`src/design/dcp_pkg.sv`:
```
// Purpose: shared types and constants for the ddr3 command decoder
// Assumes: one rank, command pins sampled on rising core_clk_i
// Notes:   widths fixed at documented values
package dcp_pkg;

  localparam int BA_W   = 3;
  localparam int ADDR_W = 16;
  localparam int BANKS  = 8;
  localparam int MR_N   = 4;
  localparam int MR_W   = 16;
  localparam int AP_BIT = 10;
  localparam int BC_BIT = 12;
  // mode register 0 burst length field, value 2'b01 selects on-the-fly
  localparam int MR0_BL_LO = 0;
  localparam logic [1:0] MR0_BL_OTF = 2'h1;
  localparam logic [1:0] MR0_BL_BC4 = 2'h2;
  localparam logic [MR_W-1:0] MR_RST = 16'h0000;
  // burst run length in clock cycles (8 beats, double rate)
  localparam logic [2:0] BURST8_CYC = 3'h4;
  localparam logic [2:0] BURST4_CYC = 3'h2;

  typedef struct packed {
    logic             cke;
    logic             cs_n;
    logic             ras_n;
    logic             cas_n;
    logic             we_n;
    logic [BA_W-1:0]  ba;
    logic [ADDR_W-1:0] addr;
  } dcp_cmd_t;

  typedef enum logic [3:0] {
    CMD_DES, CMD_NOP, CMD_MRS, CMD_REF, CMD_SRE, CMD_SRX, CMD_PRE,
    CMD_ACT, CMD_WR, CMD_RD, CMD_PDE, CMD_PDX, CMD_ZQCS, CMD_ZQCL, CMD_BAD
  } dcp_op_t;

endpackage : dcp_pkg

```
`src/design/dcp_core.sv`:
```
// Purpose: ddr3 device-side command protocol state keeper
// Assumes: pins synchronous to core_clk_i, rst_i synchronous active high
// Notes:   no data path; reports decoded activity and state
//
// How it works
// - zq short: cke high twice, cs low, ras/cas high, we low, a10 low.
// - commands decoded only from cs, ras, cas, we, cke and a10 (zq short vs long) at clock edge.
// - bank and address widths are fixed package constants.
// - bank address picks bank, or mode register for mode set.
// - running bursts complete unless a later read or write reloads the counter, which can cut them short.
// - fixed or on-the-fly burst length chosen by mode register.
// - no refresh happens while powered down.
// - odt level does not affect decode or state.
// - termination is off in self refresh regardless of odt.
// - self refresh exit needs no prior running clock.
// - nop terminates nothing in progress.
// - deselect acts exactly like nop.
// - zq long is zq short with a10 high.
`timescale 1ns/10ps
module dcp_core
  import dcp_pkg::*;
(
  input  wire logic               core_clk_i,
  input  wire logic               rst_i,
  input  wire dcp_cmd_t           cmd_i,
  input  wire logic               odt_i,
  output logic [BANKS-1:0]        bank_open_o,
  output logic                    burst_busy_o,
  output logic                    self_refresh_o,
  output logic                    power_down_o,
  output logic                    term_on_o,
  output logic                    refresh_pulse_o,
  output logic                    zq_short_o,
  output logic                    zq_long_o,
  output logic [MR_N*MR_W-1:0]    mode_regs_o
);

  // ---------------------------------------------------------------
  // decode
  // ---------------------------------------------------------------
  logic           cke_q;
  dcp_op_t        op;
  logic [2:0]     burst_q, burst_d;
  logic [BANKS-1:0] bank_q, bank_d;
  logic [MR_W-1:0]  mr_q [MR_N];
  logic           sr_q, pd_q;

  dcp_decode u_dec (
    .cmd_i      (cmd_i),
    .cke_prev_i (cke_q),
    .op_o       (op)
  );

  wire            burst_run = (burst_q != 3'h0);
  wire [1:0]      bl_mode   = mr_q[0][MR0_BL_LO +: 2];
  // on-the-fly mode reads a12 per command, fixed mode uses the register
  wire            chop      = (bl_mode == MR0_BL_OTF) ? !cmd_i.addr[BC_BIT]
                                                      : (bl_mode == MR0_BL_BC4);
  wire [2:0]      burst_len = chop ? BURST4_CYC : BURST8_CYC;
  wire            rw_cmd    = (op == CMD_WR) || (op == CMD_RD);
  wire            mr_wr     = (op == CMD_MRS);
  // exit looks only at cke now, so no clock history before the exit is needed
  wire            sr_exit   = sr_q && cmd_i.cke;

  // ---------------------------------------------------------------
  // next state
  // ---------------------------------------------------------------
  always_comb begin
    burst_d = burst_run ? burst_q - 3'h1 : 3'h0;
    if (rw_cmd && !sr_q && !pd_q) begin
      burst_d = burst_len;
    end
    bank_d = bank_q;
    case (op)
      CMD_ACT: bank_d[cmd_i.ba] = 1'b1;
      CMD_PRE: begin
        if (cmd_i.addr[AP_BIT]) begin
          bank_d = '0;
        end else begin
          bank_d[cmd_i.ba] = 1'b0;
        end
      end
      default: bank_d = bank_q;
    endcase
    if (sr_q || pd_q) begin
      bank_d = bank_q;
    end
  end

  // ---------------------------------------------------------------
  // state registers
  // ---------------------------------------------------------------
  always_ff @(posedge core_clk_i) begin
    if (rst_i) begin
      cke_q   <= 1'b0;
      burst_q <= 3'h0;
      bank_q  <= '0;
      sr_q    <= 1'b0;
      pd_q    <= 1'b0;
    end else begin
      cke_q   <= cmd_i.cke;
      burst_q <= burst_d;
      bank_q  <= bank_d;
      if (op == CMD_SRE) begin
        sr_q <= 1'b1;
      end else if (sr_exit) begin
        sr_q <= 1'b0;
      end
      if (op == CMD_PDE && !sr_q) begin
        pd_q <= 1'b1;
      end else if (op == CMD_PDX) begin
        pd_q <= 1'b0;
      end
    end
  end

  for (genvar i = 0; i < MR_N; i++) begin : g_mr
    always_ff @(posedge core_clk_i) begin
      if (rst_i) begin
        mr_q[i] <= MR_RST;
      end else if (mr_wr && cmd_i.ba == BA_W'(i)) begin
        mr_q[i] <= cmd_i.addr[MR_W-1:0];
      end
    end
  end

  // ---------------------------------------------------------------
  // outputs
  // ---------------------------------------------------------------
  // pulses last one cycle; self refresh and power down levels hold until cke rises again
  always_ff @(posedge core_clk_i) begin
    if (rst_i) begin
      bank_open_o     <= '0;
      burst_busy_o    <= 1'b0;
      self_refresh_o  <= 1'b0;
      power_down_o    <= 1'b0;
      term_on_o       <= 1'b0;
      refresh_pulse_o <= 1'b0;
      zq_short_o      <= 1'b0;
      zq_long_o       <= 1'b0;
      mode_regs_o     <= '0;
    end else begin
      bank_open_o     <= bank_d;
      burst_busy_o    <= (burst_d != 3'h0);
      self_refresh_o  <= (op == CMD_SRE) || (sr_q && !sr_exit);
      power_down_o    <= (op == CMD_PDE && !sr_q) || (pd_q && op != CMD_PDX);
      term_on_o       <= odt_i && !sr_q && (op != CMD_SRE);
      refresh_pulse_o <= (op == CMD_REF) && !pd_q;
      zq_short_o      <= (op == CMD_ZQCS);
      zq_long_o       <= (op == CMD_ZQCL);
      mode_regs_o     <= {mr_q[3], mr_q[2], mr_q[1], mr_q[0]};
    end
  end
endmodule : dcp_core

```
`src/design/dcp_decode.sv`:
```
// Purpose: combinational command decode from the sampled pins
// Assumes: previous clock enable supplied by caller
// Notes:   odt is deliberately not an input here
`timescale 1ns/10ps
module dcp_decode
  import dcp_pkg::*;
(
  input  wire dcp_cmd_t cmd_i,
  input  wire logic     cke_prev_i,
  output dcp_op_t       op_o
);

  wire [3:0] pins = {cmd_i.cs_n, cmd_i.ras_n, cmd_i.cas_n, cmd_i.we_n};
  wire       a10  = cmd_i.addr[AP_BIT];

  always_comb begin
    op_o = CMD_BAD;
    if (cke_prev_i && cmd_i.cke) begin
      if (pins[3]) begin
        op_o = CMD_DES;
      end else begin
        case (pins[2:0])
          3'h0: op_o = CMD_MRS;
          3'h1: op_o = CMD_REF;
          3'h2: op_o = CMD_PRE;
          3'h3: op_o = CMD_ACT;
          3'h4: op_o = CMD_WR;
          3'h5: op_o = CMD_RD;
          3'h6: op_o = a10 ? CMD_ZQCL : CMD_ZQCS;
          3'h7: op_o = CMD_NOP;
          default: op_o = CMD_BAD;
        endcase
      end
    end else if (cke_prev_i && !cmd_i.cke) begin
      if (!pins[3] && pins[2:0] == 3'h1) begin
        op_o = CMD_SRE;
      end else begin
        op_o = CMD_PDE;
      end
    end else if (!cke_prev_i && cmd_i.cke) begin
      op_o = CMD_PDX;
    end else begin
      op_o = CMD_NOP;
    end
  end

endmodule : dcp_decode

```
`config.mk`:
```
export PLATFORM = sky130hd
export DESIGN_NAME = dcp_core
export DESIGN_NICKNAME = d
export VERILOG_FILES = /design/src/design/dcp_pkg.sv /design/src/design/dcp_core.sv /design/src/design/dcp_decode.sv
export SDC_FILE = /design/constraint.sdc
export NUM_CORES = 1
export LEC_CHECK = 0
export ABC_AREA = 1
export BUFFER_PORTS_ARGS = -buffer_cell sky130_fd_sc_hd__buf_2
export CAP_MARGIN = 5
export CORE_ASPECT_RATIO = 1.5
export CORE_MARGIN = 3
export CORE_UTILIZATION = 58
export DETAILED_ROUTE_END_ITERATION = 6
export PLACE_DENSITY = 0.95
export SLEW_MARGIN = 0
export SYNTH_ARGS = -nofsm -noshare
export SYNTH_HDL_FRONTEND = slang
export SYNTH_SLANG_ARGS = --single-unit
```
`constraint.sdc`:
```
create_clock -name core_clk_i -period 4.2 [get_ports core_clk_i]
set_input_delay 0.42 -clock core_clk_i [delete_from_list [all_inputs] [get_ports core_clk_i]]
set_output_delay 0.42 -clock core_clk_i [all_outputs]
set_load 0.02 [all_outputs]
```
==> impl_metrics.yaml, run 1 <==
power_and_ir_drop:
  vdd_ir_drop_max_v: 0.0004420
  powerDensity_mw_per_mm2: 497.9
  leakagePower_uw: 0.003172
global_route:
  grt_pass1_vias: 3906
  grt_max_degree: 74
  grt_first_pass_wirelength_um: 18630
  antenna_found_initial: 0
  grt_use_total: 0.2358
  grt-ovfl-total: 0
finish:
  fin_cells: 761
  stdcell_area_mm2: 0.006598
  regArea_mm2: 0.003623
  num_antenna_cells: 0
  fillerInstances: 578
  multi_input_area_mm2: 0.001226
  drive_above_1_share: 0.2565
  area_growth_pct: 23.06
  nNetsFinal: 667
synth:
  synth_compound_area_frac: 0.02404
  synth_adder_area_share: 0.004667
  synth_area_leaders: "edfxtp_1, dfxtp_1, nor2_1"
  synth_top_family_by_area: "simple AND/OR/NAND/NOR gates"
  syn-cell-area_mm2: 0.005361
  synth_cell_types: 26
  synthMuxAreaShare: 0
  netlist.area_leader.share: 0.3585
  yosysTopAreaCell: "edfxtp_1"
  yosys_warnings: 0
  netlist_instances: 524
  ys_seq_elements: 149
  synthSimpleGateAreaFrac: 0.1993
  synth_nets: 553
  synth_xor_area_frac: 0
  syn_avg_cell_area_um2: 10.23
  yosysSeqAreaShare: 0.6758
clock_network:
  ctsResizeCount: 0
  cts_root_buf: "clkbuf_16"
  numClockSinks: 149
  cts_made_buffers: 17
  cts.clk_slew.worst_paths_ps: 50
  cts_htree_levels: 4
  postCtsHoldBufs: 0
  clock_latency_ps: 410
  cts_buffer_depth: 2
  cts_tree: "built"
  postCtsSetupBuffers: 0
drt:
  viasPerCell: 5.101
  drt_iter0_markers: 395
  vias: 3882
  drt_pass1_iterations: 5
  ant_nets: 0
  drc_errors: 0
  wl_per_cell_um: 15.74
  routed_wl_um: 11980
floorplanning:
  rows: 42
  die_x_um: 84.50
  io_pins: 106
  initial_core_util: 0.6001
  die_area_mm2: 0.01046
  core_mm2: 0.008934
  die_h_um: 123.8
worst_setup_path:
  startpoint_type: "flop"
  path_class: "reg -> reg"
  reg2reg_to: "mr_q[1][6]"
  r2r_setup_slack_ps: 1930
  end_kind: "flop"
  cp.arrival_ps: 2310
  r2r_cells: 6
  cp_max_fo: 16
  r2r-start: "cke_q"
  cp.required_ps: 4240
timing:
  setup_violations: 0
  grt_setup_unrepaired: "no"
  maxSlewHeadroom: 0.4344
  drv_slew: 0
  period_share: 0.5414
  max_clock_freq_mhz: 439.8
  finalSetupTns_ps: 0
  hold_viol: 0
  fin_skew_ps: 8.142
  tightest_slew_ps: 848.2
  fin_crit_ps: 2274
worst_hold_path:
  min_to: "term_on_o"
  min_path_type: "in -> reg"
  worstHoldPathCells: 3
  hp-start: "odt_i"
place:
  place_area_mm2: 0.005976
  dp_hpwl_um: 8031
  globalplace.congestion: 0.8037
  portBuffers: 105
  dp_cells: 729
run:
  drv_cap: 0
outcome:
  status: "finished clean"
[routing by layer]
| layer | GRT usage | up-vias | wire, um |
|---|---|---|---|
| met4 | 0.1584 | 0 | 563 |
| met2 | 0.4319 | 207 | 6581 |
| met5 | 0 | - | 0 |
| li1 | - | 1825 | - |
| met3 | 0.05758 | 55 | 852 |
| met1 | 0.2333 | 1795 | 3983 |
[cells in the mapped netlist]
master / n
nor2_1: 138
inv_1: 109
dfxtp_1: 85
edfxtp_1: 64
nand2_1: 31
nand3_1: 16
a21oi_1: 13
nor3_1: 11
clkbuf_1: 10
o21ai_0: 9
nor2_2: 6
buf_6: 4
nand4_4: 4
nor2_4: 3
clkinv_1: 2
ha_1: 2
inv_4: 2
nand2_2: 2
nand2_4: 2
nand3_2: 2
nand3_4: 2
nand4_1: 2
nor2_8: 2
inv_2: 1
o21bai_1: 1
o21bai_2: 1
[final cells by class]
cell class,count,area share
clock buffer,26,0.08534
multi-input combinational,247,0.1859
tap,110,0.02086
timing repair buffer,109,0.08420
clock inverter,6,0.008913
inverter,114,0.06562
sequential,149,0.5492
[logic make-up after synthesis]
| family | Yosys count |
|---|---|
| buffers and inverters | 128 |
| flip-flops | 149 |
| adder cells (fa/ha/maj) | 2 |
| AND/OR/NAND/NOR | 221 |
| AO/OA/AOI/OAI | 24 |
[cells in the final DEF, fill, tap and decap left out, types with 2 or more instances in the layout]
cell       synthesis  final
buf_2              0    105
buf_4              0      4
o21ai_0            9      5
nor3_1            11     11
nand3_1           16     16
nand2_4            2      2
clkbuf_8           0      4
nand3_2            2      2
ha_1               2      2
edfxtp_1          64     64
nand4_4            4      4
o21ai_1            0      3
nor2_2             6      6
inv_4              2      2
nor2_4             3      3
clkbuf_1          10      2
clkinv_2           0      4
nand2_1           31     31
nor2_8             2      2
nand3_4            2      2
dfxtp_1           85     85
nand4_1            2      2
a21oi_1           13     13
clkinv_1           2      2
nand2_2            2      2
inv_1            109    109
nor2_1           138    138
clkbuf_16          0     20
[power by group]
part,switching [uW],total [uW],internal [uW]
logic,136,185,49.0
clock network,553,1540,983
registers,14.4,1560,1550
[state kept, by name, indices dropped and copies added (netlist names)]
signal and count:
mode_regs_o 64, mr_q 64, bank_open_o 8, burst_q 3
burst_busy_o 1, cke_q 1, pd_q 1, power_down_o 1
refresh_pulse_o 1, self_refresh_o 1, sr_q 1, term_on_o 1
zq_long_o 1, zq_short_o 1
[worst max-delay path, cell delays in order, from the launching register on]
cell and delay [ps]:
dfxtp_1 350, inv_1 100, nand2_1 200, nand3_4 180
nor2_8 220, nand2_1 160, o21ai_2 690
[worst max-delay path by stage]
stage	from	to	slack, ps	depth (start not counted)
floorplan	cmd_i[21]	mr_q[0][0]	1480	7
global placement	cmd_i[23]	mr_q[1][1]	1880	8
detailed placement	cmd_i[21]	mr_q[1][0]	1710	8
CTS	cke_q	mr_q[1][14]	1910	6
global route	cke_q	mr_q[1][15]	1830	6
finish	cke_q	mr_q[1][6]	1930	6
[stage by stage]
step	hold slack [ps]	worst slack [ps]	power, uW	utilization
after global routing	252.3	1832	3375	0.7385
after floorplan	421.0	1477	1706	-
after detailed placement	438.9	1714	1775	0.6689
after CTS	250.1	1906	3291	0.7385
after global placement	439.8	1883	1763	0.6689
final	253.9	1926	3285	0.7385
No activity file was read; power rests on OpenSTA's default activity.
==> inputs of run 2 (changes only) <==
--- a/config.mk
+++ b/config.mk
@@ -10,9 +10,9 @@
 export CAP_MARGIN = 5
 export CORE_ASPECT_RATIO = 1.5
 export CORE_MARGIN = 3
-export CORE_UTILIZATION = 58
+export CORE_UTILIZATION = 54
 export DETAILED_ROUTE_END_ITERATION = 6
-export PLACE_DENSITY = 0.95
+export PLACE_DENSITY = 0.9
 export SLEW_MARGIN = 0
 export SYNTH_ARGS = -nofsm -noshare
 export SYNTH_HDL_FRONTEND = slang
==> constraint.sdc (replaced) <==
create_clock -name core_clk_i -period 2.2 [get_ports core_clk_i]
set_input_delay 0.22 -clock core_clk_i [delete_from_list [all_inputs] [get_ports core_clk_i]]
set_output_delay 0.22 -clock core_clk_i [all_outputs]
set_load 0.02 [all_outputs]
==> run 2 against run 1 <==
Power grew 85%. Via count shrank 1.3%. Setup slack lost 1700 ps. Maximum frequency grew 16%. Sequential cell count is the same. Clock skew grew 2.2 ps. Design area shrank 0.15%. Combinational power grew 91%. Die area grew 7.0%. Critical path type unchanged. Critical endpoint is now mr_q[2][13].
==> impl_metrics.yaml, run 2 (same netlist as run 1, synthesis figures left out) <==
global_route:
  grt-ovfl-total: 0
  grt_first_pass_wirelength_um: 18140
  grt_max_degree: 74
  antenna_found_initial: 0
  grt_use_total: 0.2185
  grt_pass1_vias: 3812
timing:
  period_share: 0.8874
  max_clock_freq_mhz: 512.2
  maxSlewHeadroom: 0.5212
  hold_viol: 0
  fin_skew_ps: 10.33
  setup_violations: 0
  grt_setup_unrepaired: "no"
  fin_crit_ps: 1952
  tightest_slew_ps: 718.1
  drv_slew: 0
  finalSetupTns_ps: 0
power_and_ir_drop:
  power_frac_seq: 0.491
  powerDensity_mw_per_mm2: 922.2
  clkPwrFrac: 0.451
  switching_share: 0.2247
  power_frac_comb: 0.058
  vdd_ir_drop_max_v: 0.0007820
  p_sw_uw: 1365
  internal-power_uw: 4710
  leakagePower_uw: 0.003173
drt:
  vias: 3830
  wl_per_cell_um: 14.91
  drc_errors: 0
  ant_nets: 0
  drt_iter0_markers: 250
  viasPerCell: 4.980
  drt_pass1_iterations: 5
  routed_wl_um: 11460
clock_network:
  cts_htree_levels: 4
  ctsResizeCount: 0
  cts_tree: "built"
  postCtsSetupBuffers: 0
  cts_buffer_depth: 2
  cts_root_buf: "clkbuf_16"
  cts_made_buffers: 17
  postCtsHoldBufs: 0
  clock_latency_ps: 420
  cts.clk_slew.worst_paths_ps: 60
  numClockSinks: 149
place:
  portBuffers: 105
  dp_hpwl_um: 8180
  globalplace.congestion: 0.8647
  place_area_mm2: 0.006020
floorplanning:
  core_mm2: 0.009469
  die_area_mm2: 0.01118
  die_x_um: 87.36
  io_pins: 106
  rows: 43
  die_h_um: 128.0
  initial_core_util: 0.5662
worst_setup_path:
  cp.arrival_ps: 2060
  end_kind: "flop"
  startpoint_type: "flop"
  cp_max_fo: 16
  cp.required_ps: 2300
  path_class: "reg -> reg"
finish:
  area_growth_pct: 22.87
  nNetsFinal: 673
  top_regs: "mode_regs_o (64), mr_q (64), bank_open_o (8)"
  final_common_cell: "nor2_1"
  stdcell_area_mm2: 0.006588
  num_antenna_cells: 0
  drive_above_1_share: 0.2618
  final_cell_mix: "nor2_1, inv_1, buf_2"
worst_hold_path:
  min_path_type: "in -> reg"
outcome:
  status: "finished clean"
run:
  drv_cap: 0
-- run 2: cell count changes in the layout (fill, tap and decap cells not counted) --
| cell | change |
|---|---|
| inv_6 | +2 |
| clkbuf_8 | -3 |
| buf_4 | +6 |
| clkbuf_16 | -2 |
| clkinvlp_4 | +1 |
| o21ai_2 | -1 |
| o21ai_1 | +1 |
| inv_4 | +2 |
-- run 2: final cells by class --
cell class / count / area [um^2]
clock buffer: 21 / 471.7
clock inverter: 11 / 96.34
fill: 636 / 2882
inverter: 114 / 432.9
multi-input combinational: 247 / 1222
sequential: 149 / 3623
tap: 112 / 140.1
timing repair buffer: 115 / 600.6
-- run 2: path summary, 6_finish.rpt --
check / start / slack (ps) / endpoint / depth (start not counted)
max: cke_q / 250 / mr_q[2][13] / 7
min: odt_i / 70 / term_on_o / 3
max reg2reg: cke_q / 250 / mr_q[2][13] / 7
min reg2reg: mr_q[1][14] / 450 / mode_regs_o[30] / 2
-- run 2: critical path: stages, from the launching register on --
cell and delay, ps:
dfxtp_1 370, inv_1 120, nand2_1 190, nand3_4 170
nor2_8 210, nand2_1 140, o21ai_1 160, buf_4 280
-- run 2: routing by layer --
layer | track usage | wire length (um)
met1 | 0.2185 | 4084
met2 | 0.3979 | 6361
met3 | 0.06045 | 718
met4 | 0.1165 | 299
met5 | 0 | 0
-- run 2: per-stage QoR --
| step | cells | util | setup WS [ps] | power [uW] | hold slack (ps) |
|---|---|---|---|---|---|
| after floorplan | 524 | - | -426.7 | 3256 | 356.1 |
| after global placement | 737 | 0.6357 | 371.4 | 3379 | 441.3 |
| after detailed placement | 737 | 0.6357 | 274.1 | 3395 | 436.6 |
| after CTS | 769 | 0.6957 | 271.0 | 6094 | 56.15 |
| after global routing | 769 | 0.6957 | 115.4 | 6255 | 93.38 |
| final | 769 | 0.6957 | 247.8 | 6075 | 65.72 |
-- run 2: power groups by stage --
stage                     clock, uW  combinational (uW)  sequential, uW
after floorplan                   0                 166            3090
after global placement            0                 339            3040
after detailed placement          0                 353            3040
after CTS                      2750                 355            2980
after global routing           2880                 389            2990
final                          2740                 354            2980
